<file path="src/common/wdtu_pkg.sv">
// package of constants and types for the watchdog timer unit
package wdtu_pkg;
   // register map, byte addresses on apb
   localparam logic [11:0] ADDR_CONTROL     = 12'h060;
   localparam logic [11:0] ADDR_RESET_CAUSE = 12'h064;
   localparam logic [11:0] ADDR_STRAPS      = 12'h068;
   // control register field positions
   localparam int BIT_FLAG     = 7;
   localparam int BIT_IRQ_EN   = 6;
   localparam int BIT_PS3      = 5;
   localparam int BIT_UNLOCK   = 4;
   localparam int BIT_RST_EN   = 3;
   localparam int BIT_PS_HI    = 2;
   // reset-cause register field position
   localparam int BIT_WD_CAUSE = 3;
   // reset values
   localparam logic [7:0] CONTROL_RESET  = 8'h00;
   localparam logic       RST_EN_RESET   = 1'b0;
   // timed sequence length, bus clock cycles
   localparam logic [2:0] UNLOCK_CYCLES  = 3'h4;
   // time-out table
   localparam logic [3:0] PS_MAX_CODE    = 4'h9;
   localparam int         TIMEOUT_BASE_LOG2 = 11;
   localparam int         OSC_KHZ        = 128;
   // reset pulse width, bus clock cycles
   localparam logic [1:0] RST_PULSE_CYCLES = 2'h1;
   typedef enum logic [1:0] {WDTU_STOPPED, WDTU_IRQ, WDTU_RESET, WDTU_IRQ_RESET} wdtu_mode_e;
endpackage : wdtu_pkg

</file>
<file path="src/common/wdtu_tick_if.sv">
// interface carrying oscillator ticks and counter restart between modules
`timescale 1ns/1ps
interface wdtu_tick_if;
   logic       tick;
   logic       restart;
   logic [3:0] prescale;
   logic       running;
   logic       timeout;
   modport ctrl (output restart, output prescale, output running, input tick, input timeout);
   modport cnt  (input restart, input prescale, input running, input tick, output timeout);
   modport osc  (output tick);
endinterface : wdtu_tick_if

</file>
<file path="src/verilog/wdtu_osc_sync.sv">
// synchroniser and edge detector for the watchdog oscillator clock
`timescale 1ns/1ps
module wdtu_osc_sync (
   // clock and reset
   input  wire logic pclk,
   input  wire logic presetn,
   // oscillator in
   input  wire logic osc_clk,
   // tick out
   wdtu_tick_if.osc  tk
);
   typedef struct packed {
      logic s1;
      logic s2;
      logic s3;
      logic tick;
   } wdtu_sync_s;
   wdtu_sync_s st;
   wdtu_sync_s next_st;

   always_comb begin
      next_st      = st;
      next_st.s1   = osc_clk;
      next_st.s2   = st.s1;
      next_st.s3   = st.s2;
      // edge taken after s2 only; s1 feeds s2 alone
      next_st.tick = st.s2 & ~st.s3;
   end

   always_ff @(posedge pclk or negedge presetn) begin
      if (!presetn) begin
         st <= '0;
      end else begin
         st <= next_st;
      end
   end

   assign tk.tick = st.tick;
endmodule : wdtu_osc_sync

</file>
<file path="src/verilog/wdtu_counter.sv">
// watchdog counter counting oscillator ticks against the selected time-out
`timescale 1ns/1ps
module wdtu_counter #(
   parameter int CNT_W = 20
) (
   // clock and reset
   input  wire logic pclk,
   input  wire logic presetn,
   // control side
   wdtu_tick_if.cnt  tk
);
   typedef struct packed {
      logic [CNT_W-1:0] count;
      logic             timeout;
   } wdtu_cnt_s;
   wdtu_cnt_s st;
   wdtu_cnt_s next_st;

   // last count of the period for a prescale code; reserved codes use the longest
   function automatic logic [CNT_W-1:0] last_count(input logic [3:0] code);
      logic [3:0] c;
      c = (code > wdtu_pkg::PS_MAX_CODE) ? wdtu_pkg::PS_MAX_CODE : code;
      return CNT_W'((64'h1 << (wdtu_pkg::TIMEOUT_BASE_LOG2 + int'(c))) - 64'h1);
   endfunction : last_count

   always_comb begin
      next_st         = st;
      next_st.timeout = 1'b0;
      if (tk.restart || !tk.running) begin
         next_st.count = '0;
      end else if (tk.tick) begin
         // compare with >= so a shorter period set mid-count fires on the next tick
         if (st.count >= last_count(tk.prescale)) begin
            next_st.count   = '0;
            next_st.timeout = 1'b1;
         end else begin
            next_st.count = st.count + CNT_W'(1);
         end
      end
   end

   always_ff @(posedge pclk or negedge presetn) begin
      if (!presetn) begin
         st <= '0;
      end else begin
         st <= next_st;
      end
   end

   assign tk.timeout = st.timeout;
endmodule : wdtu_counter

</file>
<file path="src/verilog/wdtu_top.sv">
// watchdog timer unit top: apb registers, mode logic, timed unlock
// Contract
// - counter advances on separate oscillator cycles
// - restart clears counter; time-out acts otherwise
// - mode from fuse, reset enable, irq enable
// - vector execution clears flag, and irq enable in irq-reset mode only
// - unserviced second time-out gives system reset
// - fuse forces reset enable one, irq zero
// - change bit self-clears after four cycles
// - clear reset or prescale only when unlocked
// - flag set on irq time-out, cleared by vector/one
// - irq requested only with global and local enable
// - clock monitor with irq enable forces reset mode, no interrupt
// - reset-cause flag holds reset enable set
// - control register layout and reset values
// - time-out interrupt can wake from sleep
// - prescale selects 2048 to 1048576 cycles
// - system reset is one clock pulse
// - cause flag set by watchdog reset, cleared by zero
`timescale 1ns/1ps
module wdtu_top (
   // clock and reset
   input  wire logic        pclk,
   input  wire logic        presetn,
   // apb slave
   input  wire logic        psel,
   input  wire logic        penable,
   input  wire logic        pwrite,
   input  wire logic [11:0] paddr,
   input  wire logic [31:0] pwdata,
   input  wire logic [3:0]  pstrb,
   output logic      [31:0] prdata,
   output logic             pready,
   output logic             pslverr,
   // watchdog oscillator, asynchronous to pclk
   input  wire logic        osc_clk,
   // cpu side
   input  wire logic        restart_instr,
   input  wire logic        irq_vector_taken,
   input  wire logic        global_irq_enable,
   input  wire logic        always_on_fuse,
   input  wire logic        clock_monitor_sel,
   input  wire logic        power_on_reset,
   // outputs to the system
   output logic             timeout_irq,
   output logic             system_reset,
   output logic             wake_request
);
   typedef struct packed {
      logic        flag;
      logic        irq_en;
      logic [3:0]  prescale;
      logic        unlock;
      logic [2:0]  unlock_cnt;
      logic        rst_en;
      logic        cause;
      logic        fuse;
      logic        clkmon;
      logic        gie;
      logic [1:0]  rst_cnt;
      logic        sys_rst;
      logic        irq;
      logic        wake;
      logic [31:0] rdata;
      logic        ready;
      logic        slverr;
   } wdtu_top_s;

   typedef enum logic [1:0] {WDTU_SEL_NONE, WDTU_SEL_CONTROL, WDTU_SEL_CAUSE, WDTU_SEL_STRAPS}
      wdtu_sel_e;

   wdtu_top_s st;
   wdtu_top_s next_st;
   wdtu_tick_if tk ();

   wdtu_osc_sync u_sync (
      .pclk    (pclk),
      .presetn (presetn),
      .osc_clk (osc_clk),
      .tk      (tk.osc)
   );

   wdtu_counter #(.CNT_W(20)) u_cnt (
      .pclk    (pclk),
      .presetn (presetn),
      .tk      (tk.cnt)
   );

   // effective reset enable and irq enable after overrides
   // clock monitor alone leaves the unit stopped; beside irq enable it forces reset
   function automatic logic eff_rst(input wdtu_top_s s);
      return s.rst_en | s.fuse | s.cause | (s.clkmon & s.irq_en);
   endfunction : eff_rst

   function automatic logic eff_irq(input wdtu_top_s s);
      return s.irq_en & ~s.fuse & ~s.clkmon;
   endfunction : eff_irq

   // reads show the enables after overrides, not the stored bits
   function automatic logic [7:0] control_view(input wdtu_top_s s);
      logic [7:0] v;
      v                      = 8'h00;
      v[wdtu_pkg::BIT_FLAG]   = s.flag;
      v[wdtu_pkg::BIT_IRQ_EN] = eff_irq(s);
      v[wdtu_pkg::BIT_PS3]    = s.prescale[3];
      v[wdtu_pkg::BIT_UNLOCK] = s.unlock;
      v[wdtu_pkg::BIT_RST_EN] = eff_rst(s);
      v[wdtu_pkg::BIT_PS_HI:0] = s.prescale[2:0];
      return v;
   endfunction : control_view

   // one decode shared by the write strobes and the read mux
   function automatic wdtu_sel_e decode_addr(input logic [11:0] a);
      wdtu_sel_e r;
      r = WDTU_SEL_NONE;
      if (a == wdtu_pkg::ADDR_CONTROL) begin
         r = WDTU_SEL_CONTROL;
      end else if (a == wdtu_pkg::ADDR_RESET_CAUSE) begin
         r = WDTU_SEL_CAUSE;
      end else if (a == wdtu_pkg::ADDR_STRAPS) begin
         r = WDTU_SEL_STRAPS;
      end
      return r;
   endfunction : decode_addr

   wdtu_pkg::wdtu_mode_e mode;
   logic                 setup;
   logic                 wr_ctl;
   logic                 wr_cause;
   logic [7:0]           wd;
   wdtu_sel_e            sel;
   logic                 fire_reset;

   always_comb begin
      unique case ({eff_rst(st), eff_irq(st)})
         2'b00: mode = wdtu_pkg::WDTU_STOPPED;
         2'b01: mode = wdtu_pkg::WDTU_IRQ;
         2'b10: mode = wdtu_pkg::WDTU_RESET;
         2'b11: mode = wdtu_pkg::WDTU_IRQ_RESET;
      endcase
   end

   assign setup    = psel & ~penable;
   assign wd       = pwdata[7:0];
   assign sel      = decode_addr(paddr);
   // writes land in the access phase; pready is high then
   assign wr_ctl   = psel & penable & pwrite & pstrb[0] & (sel == WDTU_SEL_CONTROL);
   assign wr_cause = psel & penable & pwrite & pstrb[0] & (sel == WDTU_SEL_CAUSE);

   assign tk.restart  = restart_instr;
   assign tk.prescale = st.prescale;
   // stopped holds the count at zero, so enabling always starts a full period
   assign tk.running  = (mode != wdtu_pkg::WDTU_STOPPED);

   always_comb begin
      next_st          = st;
      // straps are same-clock inputs, taken one cycle late
      next_st.fuse     = always_on_fuse;
      next_st.clkmon   = clock_monitor_sel;
      next_st.gie      = global_irq_enable;
      next_st.sys_rst  = 1'b0;
      fire_reset       = 1'b0;
      next_st.ready    = setup;
      next_st.slverr   = 1'b0;
      next_st.rdata    = 32'h0000_0000;

      // unlock window countdown
      if (st.unlock) begin
         if (st.unlock_cnt == wdtu_pkg::UNLOCK_CYCLES - 3'h1) begin
            next_st.unlock     = 1'b0;
            next_st.unlock_cnt = 3'h0;
         end else begin
            next_st.unlock_cnt = st.unlock_cnt + 3'h1;
         end
      end

      // software write to control register
      if (wr_ctl) begin
         next_st.irq_en = wd[wdtu_pkg::BIT_IRQ_EN];
         if (wd[wdtu_pkg::BIT_FLAG]) begin
            next_st.flag = 1'b0;
         end
         // a second unlocking write restarts the window from zero
         if (wd[wdtu_pkg::BIT_UNLOCK] && wd[wdtu_pkg::BIT_RST_EN]) begin
            next_st.unlock     = 1'b1;
            next_st.unlock_cnt = 3'h0;
            next_st.rst_en     = 1'b1;
         end else if (st.unlock) begin
            // allowed change inside the window
            next_st.rst_en   = wd[wdtu_pkg::BIT_RST_EN];
            next_st.prescale = {wd[wdtu_pkg::BIT_PS3], wd[wdtu_pkg::BIT_PS_HI:0]};
            next_st.unlock   = 1'b0;
         end else if (wd[wdtu_pkg::BIT_RST_EN]) begin
            // setting is always allowed; clearing and prescale are kept
            next_st.rst_en = 1'b1;
         end
      end

      // cause flag held reset enable cannot be cleared
      if (st.cause) begin
         next_st.rst_en = 1'b1;
      end
      if (st.fuse) begin
         next_st.rst_en = 1'b1;
         next_st.irq_en = 1'b0;
      end

      // cause register write: zero clears the flag
      if (wr_cause && !wd[wdtu_pkg::BIT_WD_CAUSE]) begin
         next_st.cause = 1'b0;
      end
      if (power_on_reset) begin
         next_st.cause = 1'b0;
      end

      // vector execution clears flag; irq enable only in irq-reset mode
      if (irq_vector_taken) begin
         next_st.flag = 1'b0;
         if (mode == wdtu_pkg::WDTU_IRQ_RESET) begin
            next_st.irq_en = 1'b0;
         end
      end

      // time-out action; placed last so an event beats a same-cycle clear
      if (tk.timeout) begin
         unique case (mode)
            wdtu_pkg::WDTU_STOPPED: begin
            end
            wdtu_pkg::WDTU_IRQ: begin
               next_st.flag = 1'b1;
            end
            wdtu_pkg::WDTU_RESET: begin
               fire_reset = 1'b1;
            end
            wdtu_pkg::WDTU_IRQ_RESET: begin
               if (st.flag) begin
                  fire_reset = 1'b1;
               end else begin
                  next_st.flag = 1'b1;
               end
            end
         endcase
      end

      // stretch the reset to its set width; a new time-out reloads the count
      if (st.rst_cnt != 2'h0) begin
         next_st.rst_cnt = st.rst_cnt - 2'h1;
         next_st.sys_rst = 1'b1;
      end
      if (fire_reset) begin
         next_st.sys_rst = 1'b1;
         next_st.rst_cnt = wdtu_pkg::RST_PULSE_CYCLES - 2'h1;
      end
      if (next_st.sys_rst) begin
         next_st.cause = 1'b1;
      end

      // irq output and sleep wake
      next_st.irq  = next_st.flag & next_st.irq_en & ~st.fuse & ~st.clkmon
                     & global_irq_enable;
      next_st.wake = next_st.flag & next_st.irq_en & ~st.fuse & ~st.clkmon;

      // read data in setup; unmapped addresses read zero and flag an error
      if (setup) begin
         unique case (sel)
            WDTU_SEL_CONTROL: begin
               next_st.rdata = {24'h000000, control_view(st)};
            end
            WDTU_SEL_CAUSE: begin
               next_st.rdata = 32'(st.cause) << wdtu_pkg::BIT_WD_CAUSE;
            end
            WDTU_SEL_STRAPS: begin
               next_st.rdata = {29'h0, st.gie, st.clkmon, st.fuse};
            end
            WDTU_SEL_NONE: begin
               next_st.slverr = 1'b1;
            end
         endcase
      end
   end

   always_ff @(posedge pclk or negedge presetn) begin
      if (!presetn) begin
         st          <= '0;
         // reset enable starts clear so the unit comes up stopped
         st.rst_en   <= wdtu_pkg::RST_EN_RESET;
      end else begin
         st <= next_st;
      end
   end

   assign prdata       = st.rdata;
   assign pready       = st.ready;
   assign pslverr      = st.slverr;
   assign timeout_irq  = st.irq;
   assign system_reset = st.sys_rst;
   assign wake_request = st.wake;
endmodule : wdtu_top

</file>
<file path="config.mk">
export PLATFORM = sky130hd
export DESIGN_NAME = wdtu_top
export DESIGN_NICKNAME = d
export VERILOG_FILES = /design/src/common/wdtu_pkg.sv /design/src/common/wdtu_tick_if.sv /design/src/verilog/wdtu_osc_sync.sv /design/src/verilog/wdtu_counter.sv /design/src/verilog/wdtu_top.sv
export SDC_FILE = /design/constraint.sdc
export NUM_CORES = 1
export LEC_CHECK = 0
export ABC_AREA = 1
export BUFFER_PORTS_ARGS = -buffer_cell sky130_fd_sc_hd__buf_2
export CAP_MARGIN = 30
export CORE_MARGIN = 2
export CORE_UTILIZATION = 50
export DETAILED_ROUTE_END_ITERATION = 16
export PLACE_DENSITY = 0.75
export SLEW_MARGIN = 10
export SYNTH_ARGS = -nofsm -noshare
export SYNTH_HDL_FRONTEND = slang
export SYNTH_HIERARCHICAL = 1
export SYNTH_SLANG_ARGS = --single-unit
</file>
<file path="constraint.sdc">
create_clock -name pclk -period 2.6 [get_ports pclk]
set_input_delay 0.39 -clock pclk [delete_from_list [all_inputs] [get_ports pclk]]
set_output_delay 0.39 -clock pclk [all_outputs]
set_load 0.02 [all_outputs]
</file>
==> impl_metrics.yaml <==
synth:
  synth_cell_type_count: 39
  synth_edf_count: 0
  syn_area_per_cell_um2: 7.41
  yosys.area.top_type: "dfrtp_1"
  yosys_register_bits: 55
  ys_async_sr_fraction_pct: 100
  synthCells: 531
  synth_top_cells_by_area: "dfrtp_1 (35%), nand2_1 (11%), inv_1 (8.1%), ha_1 (7.3%), nor2_1 (6.4%)"
  synth_top_area_share_pct: 35.0
  ys_seq_area_share_pct: 35.0
  synth_flop_cell: "dfrtp_1"
  ys_warn_count: 6
  synthesis.area_um2: 3930
status:
  status: "finished, final reports clean"
clock_tree:
  cts_made_buffers: 5
  cts.htree.levels: 2
  ctsResizeCount: 0
  clock-sinks: 55
  cts_buffer_depth: 2
  cts_hold_buf: 0
  root_buffer: "clkbuf_8"
  cts_tree: "yes"
  clk-insertion-delay-late_ns: 0.32
  clk_pin_slew_ns: 0.11
drt:
  vias: 3318
  drtIter0Drc: 274
  drt-vias-per-instance: 4.86
  wire_per_inst_um: 11.9
  routed_wl_mm: 8.15
  ant_nets: 0
  drc: 0
  drt_first_pass_iters: 4
sta:
  drv_slew: 0
  max_freq_mhz: 425
  fin_skew_ns: 0.0206
  timing.final.crit_share_pct: 90.5
  setup_viol_count_final: 0
  setup_ws_ns: 0.248
  max_slew_margin_pct: 49.5
  setup_tns_ns: 0
  hold_violations: 0
  grt_setup_unrepaired: "no"
  tightest_slew_ns: 0.757
  post-route-min-period_ns: 2.35
setup_path:
  crit_path_top_delay_cell: "dfrtp_1"
  crit_path_max_incr_delay_ns: 0.48
  setup.worst_path.start: "tk.prescale[0]"
  r2r-start: "tk.prescale[0]"
  cp.arrival_ns: 2.54
  path_class: "reg2reg"
  cp_max_fo: 19
  path_cells: "nor2_1, inv_1, a21oi_1, nor2_1, xnor2_1, inv_1, ha_1, nand2_1, nor2_4, nand2_2, nor2_2, nand2_1, nand4_4, buf_12, o21bai_1"
  critPathTopFamily: "simple AND/OR/NAND/NOR gates"
  endpoint_kind: "register"
  crit_buf_inv: 3
  crit_path_start_kind: "register"
  crit_required_ns: 2.79
worst_hold_path:
  hold_path.class: "in2async"
layout:
  layout.nets: 663
  drive_above_1_share_pct: 17.7
  nFillCells: 732
  mostFrequentLayoutCells: "nand2_1 (117), inv_1 (85), nor2_1 (67), dfrtp_1 (55), buf_2 (45)"
  antenna_cells: 0
  final_common_cell: "nand2_1"
  area_growth_pct: 8.49
global_routing:
  grt_pass1_wl_mm: 14.0
  grt_pass1_vias: 3210
  top_usage_layer: "met2"
  antenna_found_initial: 0
  grt_max_degree: 35
  overflow: 0
  track_usage_pct: 20.0
  use_met2_pct: 34.7
  grt.met3_usage_pct: 3.01
  met1_usage_pct: 25.4
floorplan:
  core_um2: 7690
  die_area_um2: 8590
  io_pins: 97
  die_h_um: 92.7
  rows: 32
  die_w_um: 92.7
  start_util_pct: 51.2
power:
  ir_drop_uv: 345
  power_density_nw_per_um2: 359
  leakagePower_nw: 2.30
flow_run:
  maxCapViolCount: 0
placed_design:
  place_ws_ns: 0.211
  dpl.hpwl_mm: 6.37
  io_buffers: 45
  place.gp.congestion: 0.897
-- state kept, by name, indices dropped and copies added (netlist names) --
name and cells:
st 13, pready 1, system_reset 1, u_sync/next_st 2, u_sync/tk.tick 1, timeout_irq 1, u_sync/st 1, u_cnt/st 20
pslverr 1, prdata 8, wake_request 1, tk.prescale 4, u_cnt/tk.timeout 1
-- worst reg2reg max path, cell delays in order, from the launching register on --
cell and delay, ns:
dfrtp_1 0.48, nor2_1 0.11, inv_1 0.06, a21oi_1 0.18, nor2_1 0.08, xnor2_1 0.13, inv_1 0.06, ha_1 0.27
nand2_1 0.08, nor2_4 0.13, nand2_2 0.07, nor2_2 0.14, nand2_1 0.11, nand4_4 0.08, buf_12 0.16, o21bai_1 0.09
-- metrics by stage --
step / instances / hold slack [ns] / total power [W] / util (%) / area [µm²]
floorplan: 559 / 0.0944 / 0.00102 / - / 4040
global placement: 674 / 0.335 / 0.00105 / 54.0 / 4150
detailed placement: 674 / 0.343 / 0.00106 / 54.0 / 4150
CTS: 682 / 0.157 / 0.00155 / 55.3 / 4250
global route: 683 / 0.162 / 0.00161 / 55.5 / 4270
finish: 683 / 0.130 / 0.00153 / 55.5 / 4270
-- path summary, 6_finish.rpt --
path	to	slack, ns	cells after the start
worst min-delay path	st[43]	0.13	1
worst max-delay path	u_cnt/st[3]	0.25	15
max in group asynchronous	prdata[0]	1.81	2
worst min register to register	u_sync/next_st[1]	0.36	0
min in group pclk	st[41]	0.18	1
worst max register to register	u_cnt/st[3]	0.25	15
-- Yosys cell counts (6+ instances only) --
master,instances
nor3_1,6
nand3_1,20
nand2_2,7
inv_1,85
nand3_2,6
o21ai_0,16
ha_1,23
dfrtp_1,55
nor2_1,67
a21oi_1,21
o21bai_1,18
inv_2,8
nand4_1,6
nand2_1,117
buf_4,32
-- kinds of logic after synthesis --
group | share of synthesized area (%)
XOR/XNOR | 0.223
adder cells (fa/ha/maj) | 7.32
buffers and inverters | 15.5
flip-flops | 35.0
AND/OR/NAND/NOR | 31.6
AO/OA/AOI/OAI | 10.1
other | 0.286
-- what timing repair did --
action | 4_1_cts | 5_1_grt
setup buffers | 0 | 1
endpoints found under the setup margin | 0 | 19
endpoints found under the hold margin | 0 | 0
-- layer usage --
layer | share of wire, % | vias up
li1 | - | 1685
met1 | 45 | 1525
met2 | 49 | 92
met3 | 4.5 | 16
met4 | 2.2 | 0
met5 | 0 | -
-- final cells by class --
| type | count | area, µm² | area share, % |
|---|---|---|---|
| Multi-Input combinational cell | 376 | 2050 | 48.1 |
| Inverter | 93 | 349 | 8.18 |
| Sequential cell | 55 | 1380 | 32.2 |
| Clock inverter | 3 | 25.0 | 0.586 |
| Timing Repair Buffer | 49 | 268 | 6.27 |
| Tap cell | 102 | 128 | 2.99 |
| Clock buffer | 5 | 68.8 | 1.61 |
-- where the power goes --
part / total [W] / internal, W / switching (W)
clock network: 0.000489 / 0.000197 / 0.000292
registers: 0.000870 / 0.000864 / 0.00000581
logic: 0.000174 / 0.0000497 / 0.000124
total: 0.00153 / 0.00111 / 0.000422
(Power assumes the default switching activity.)
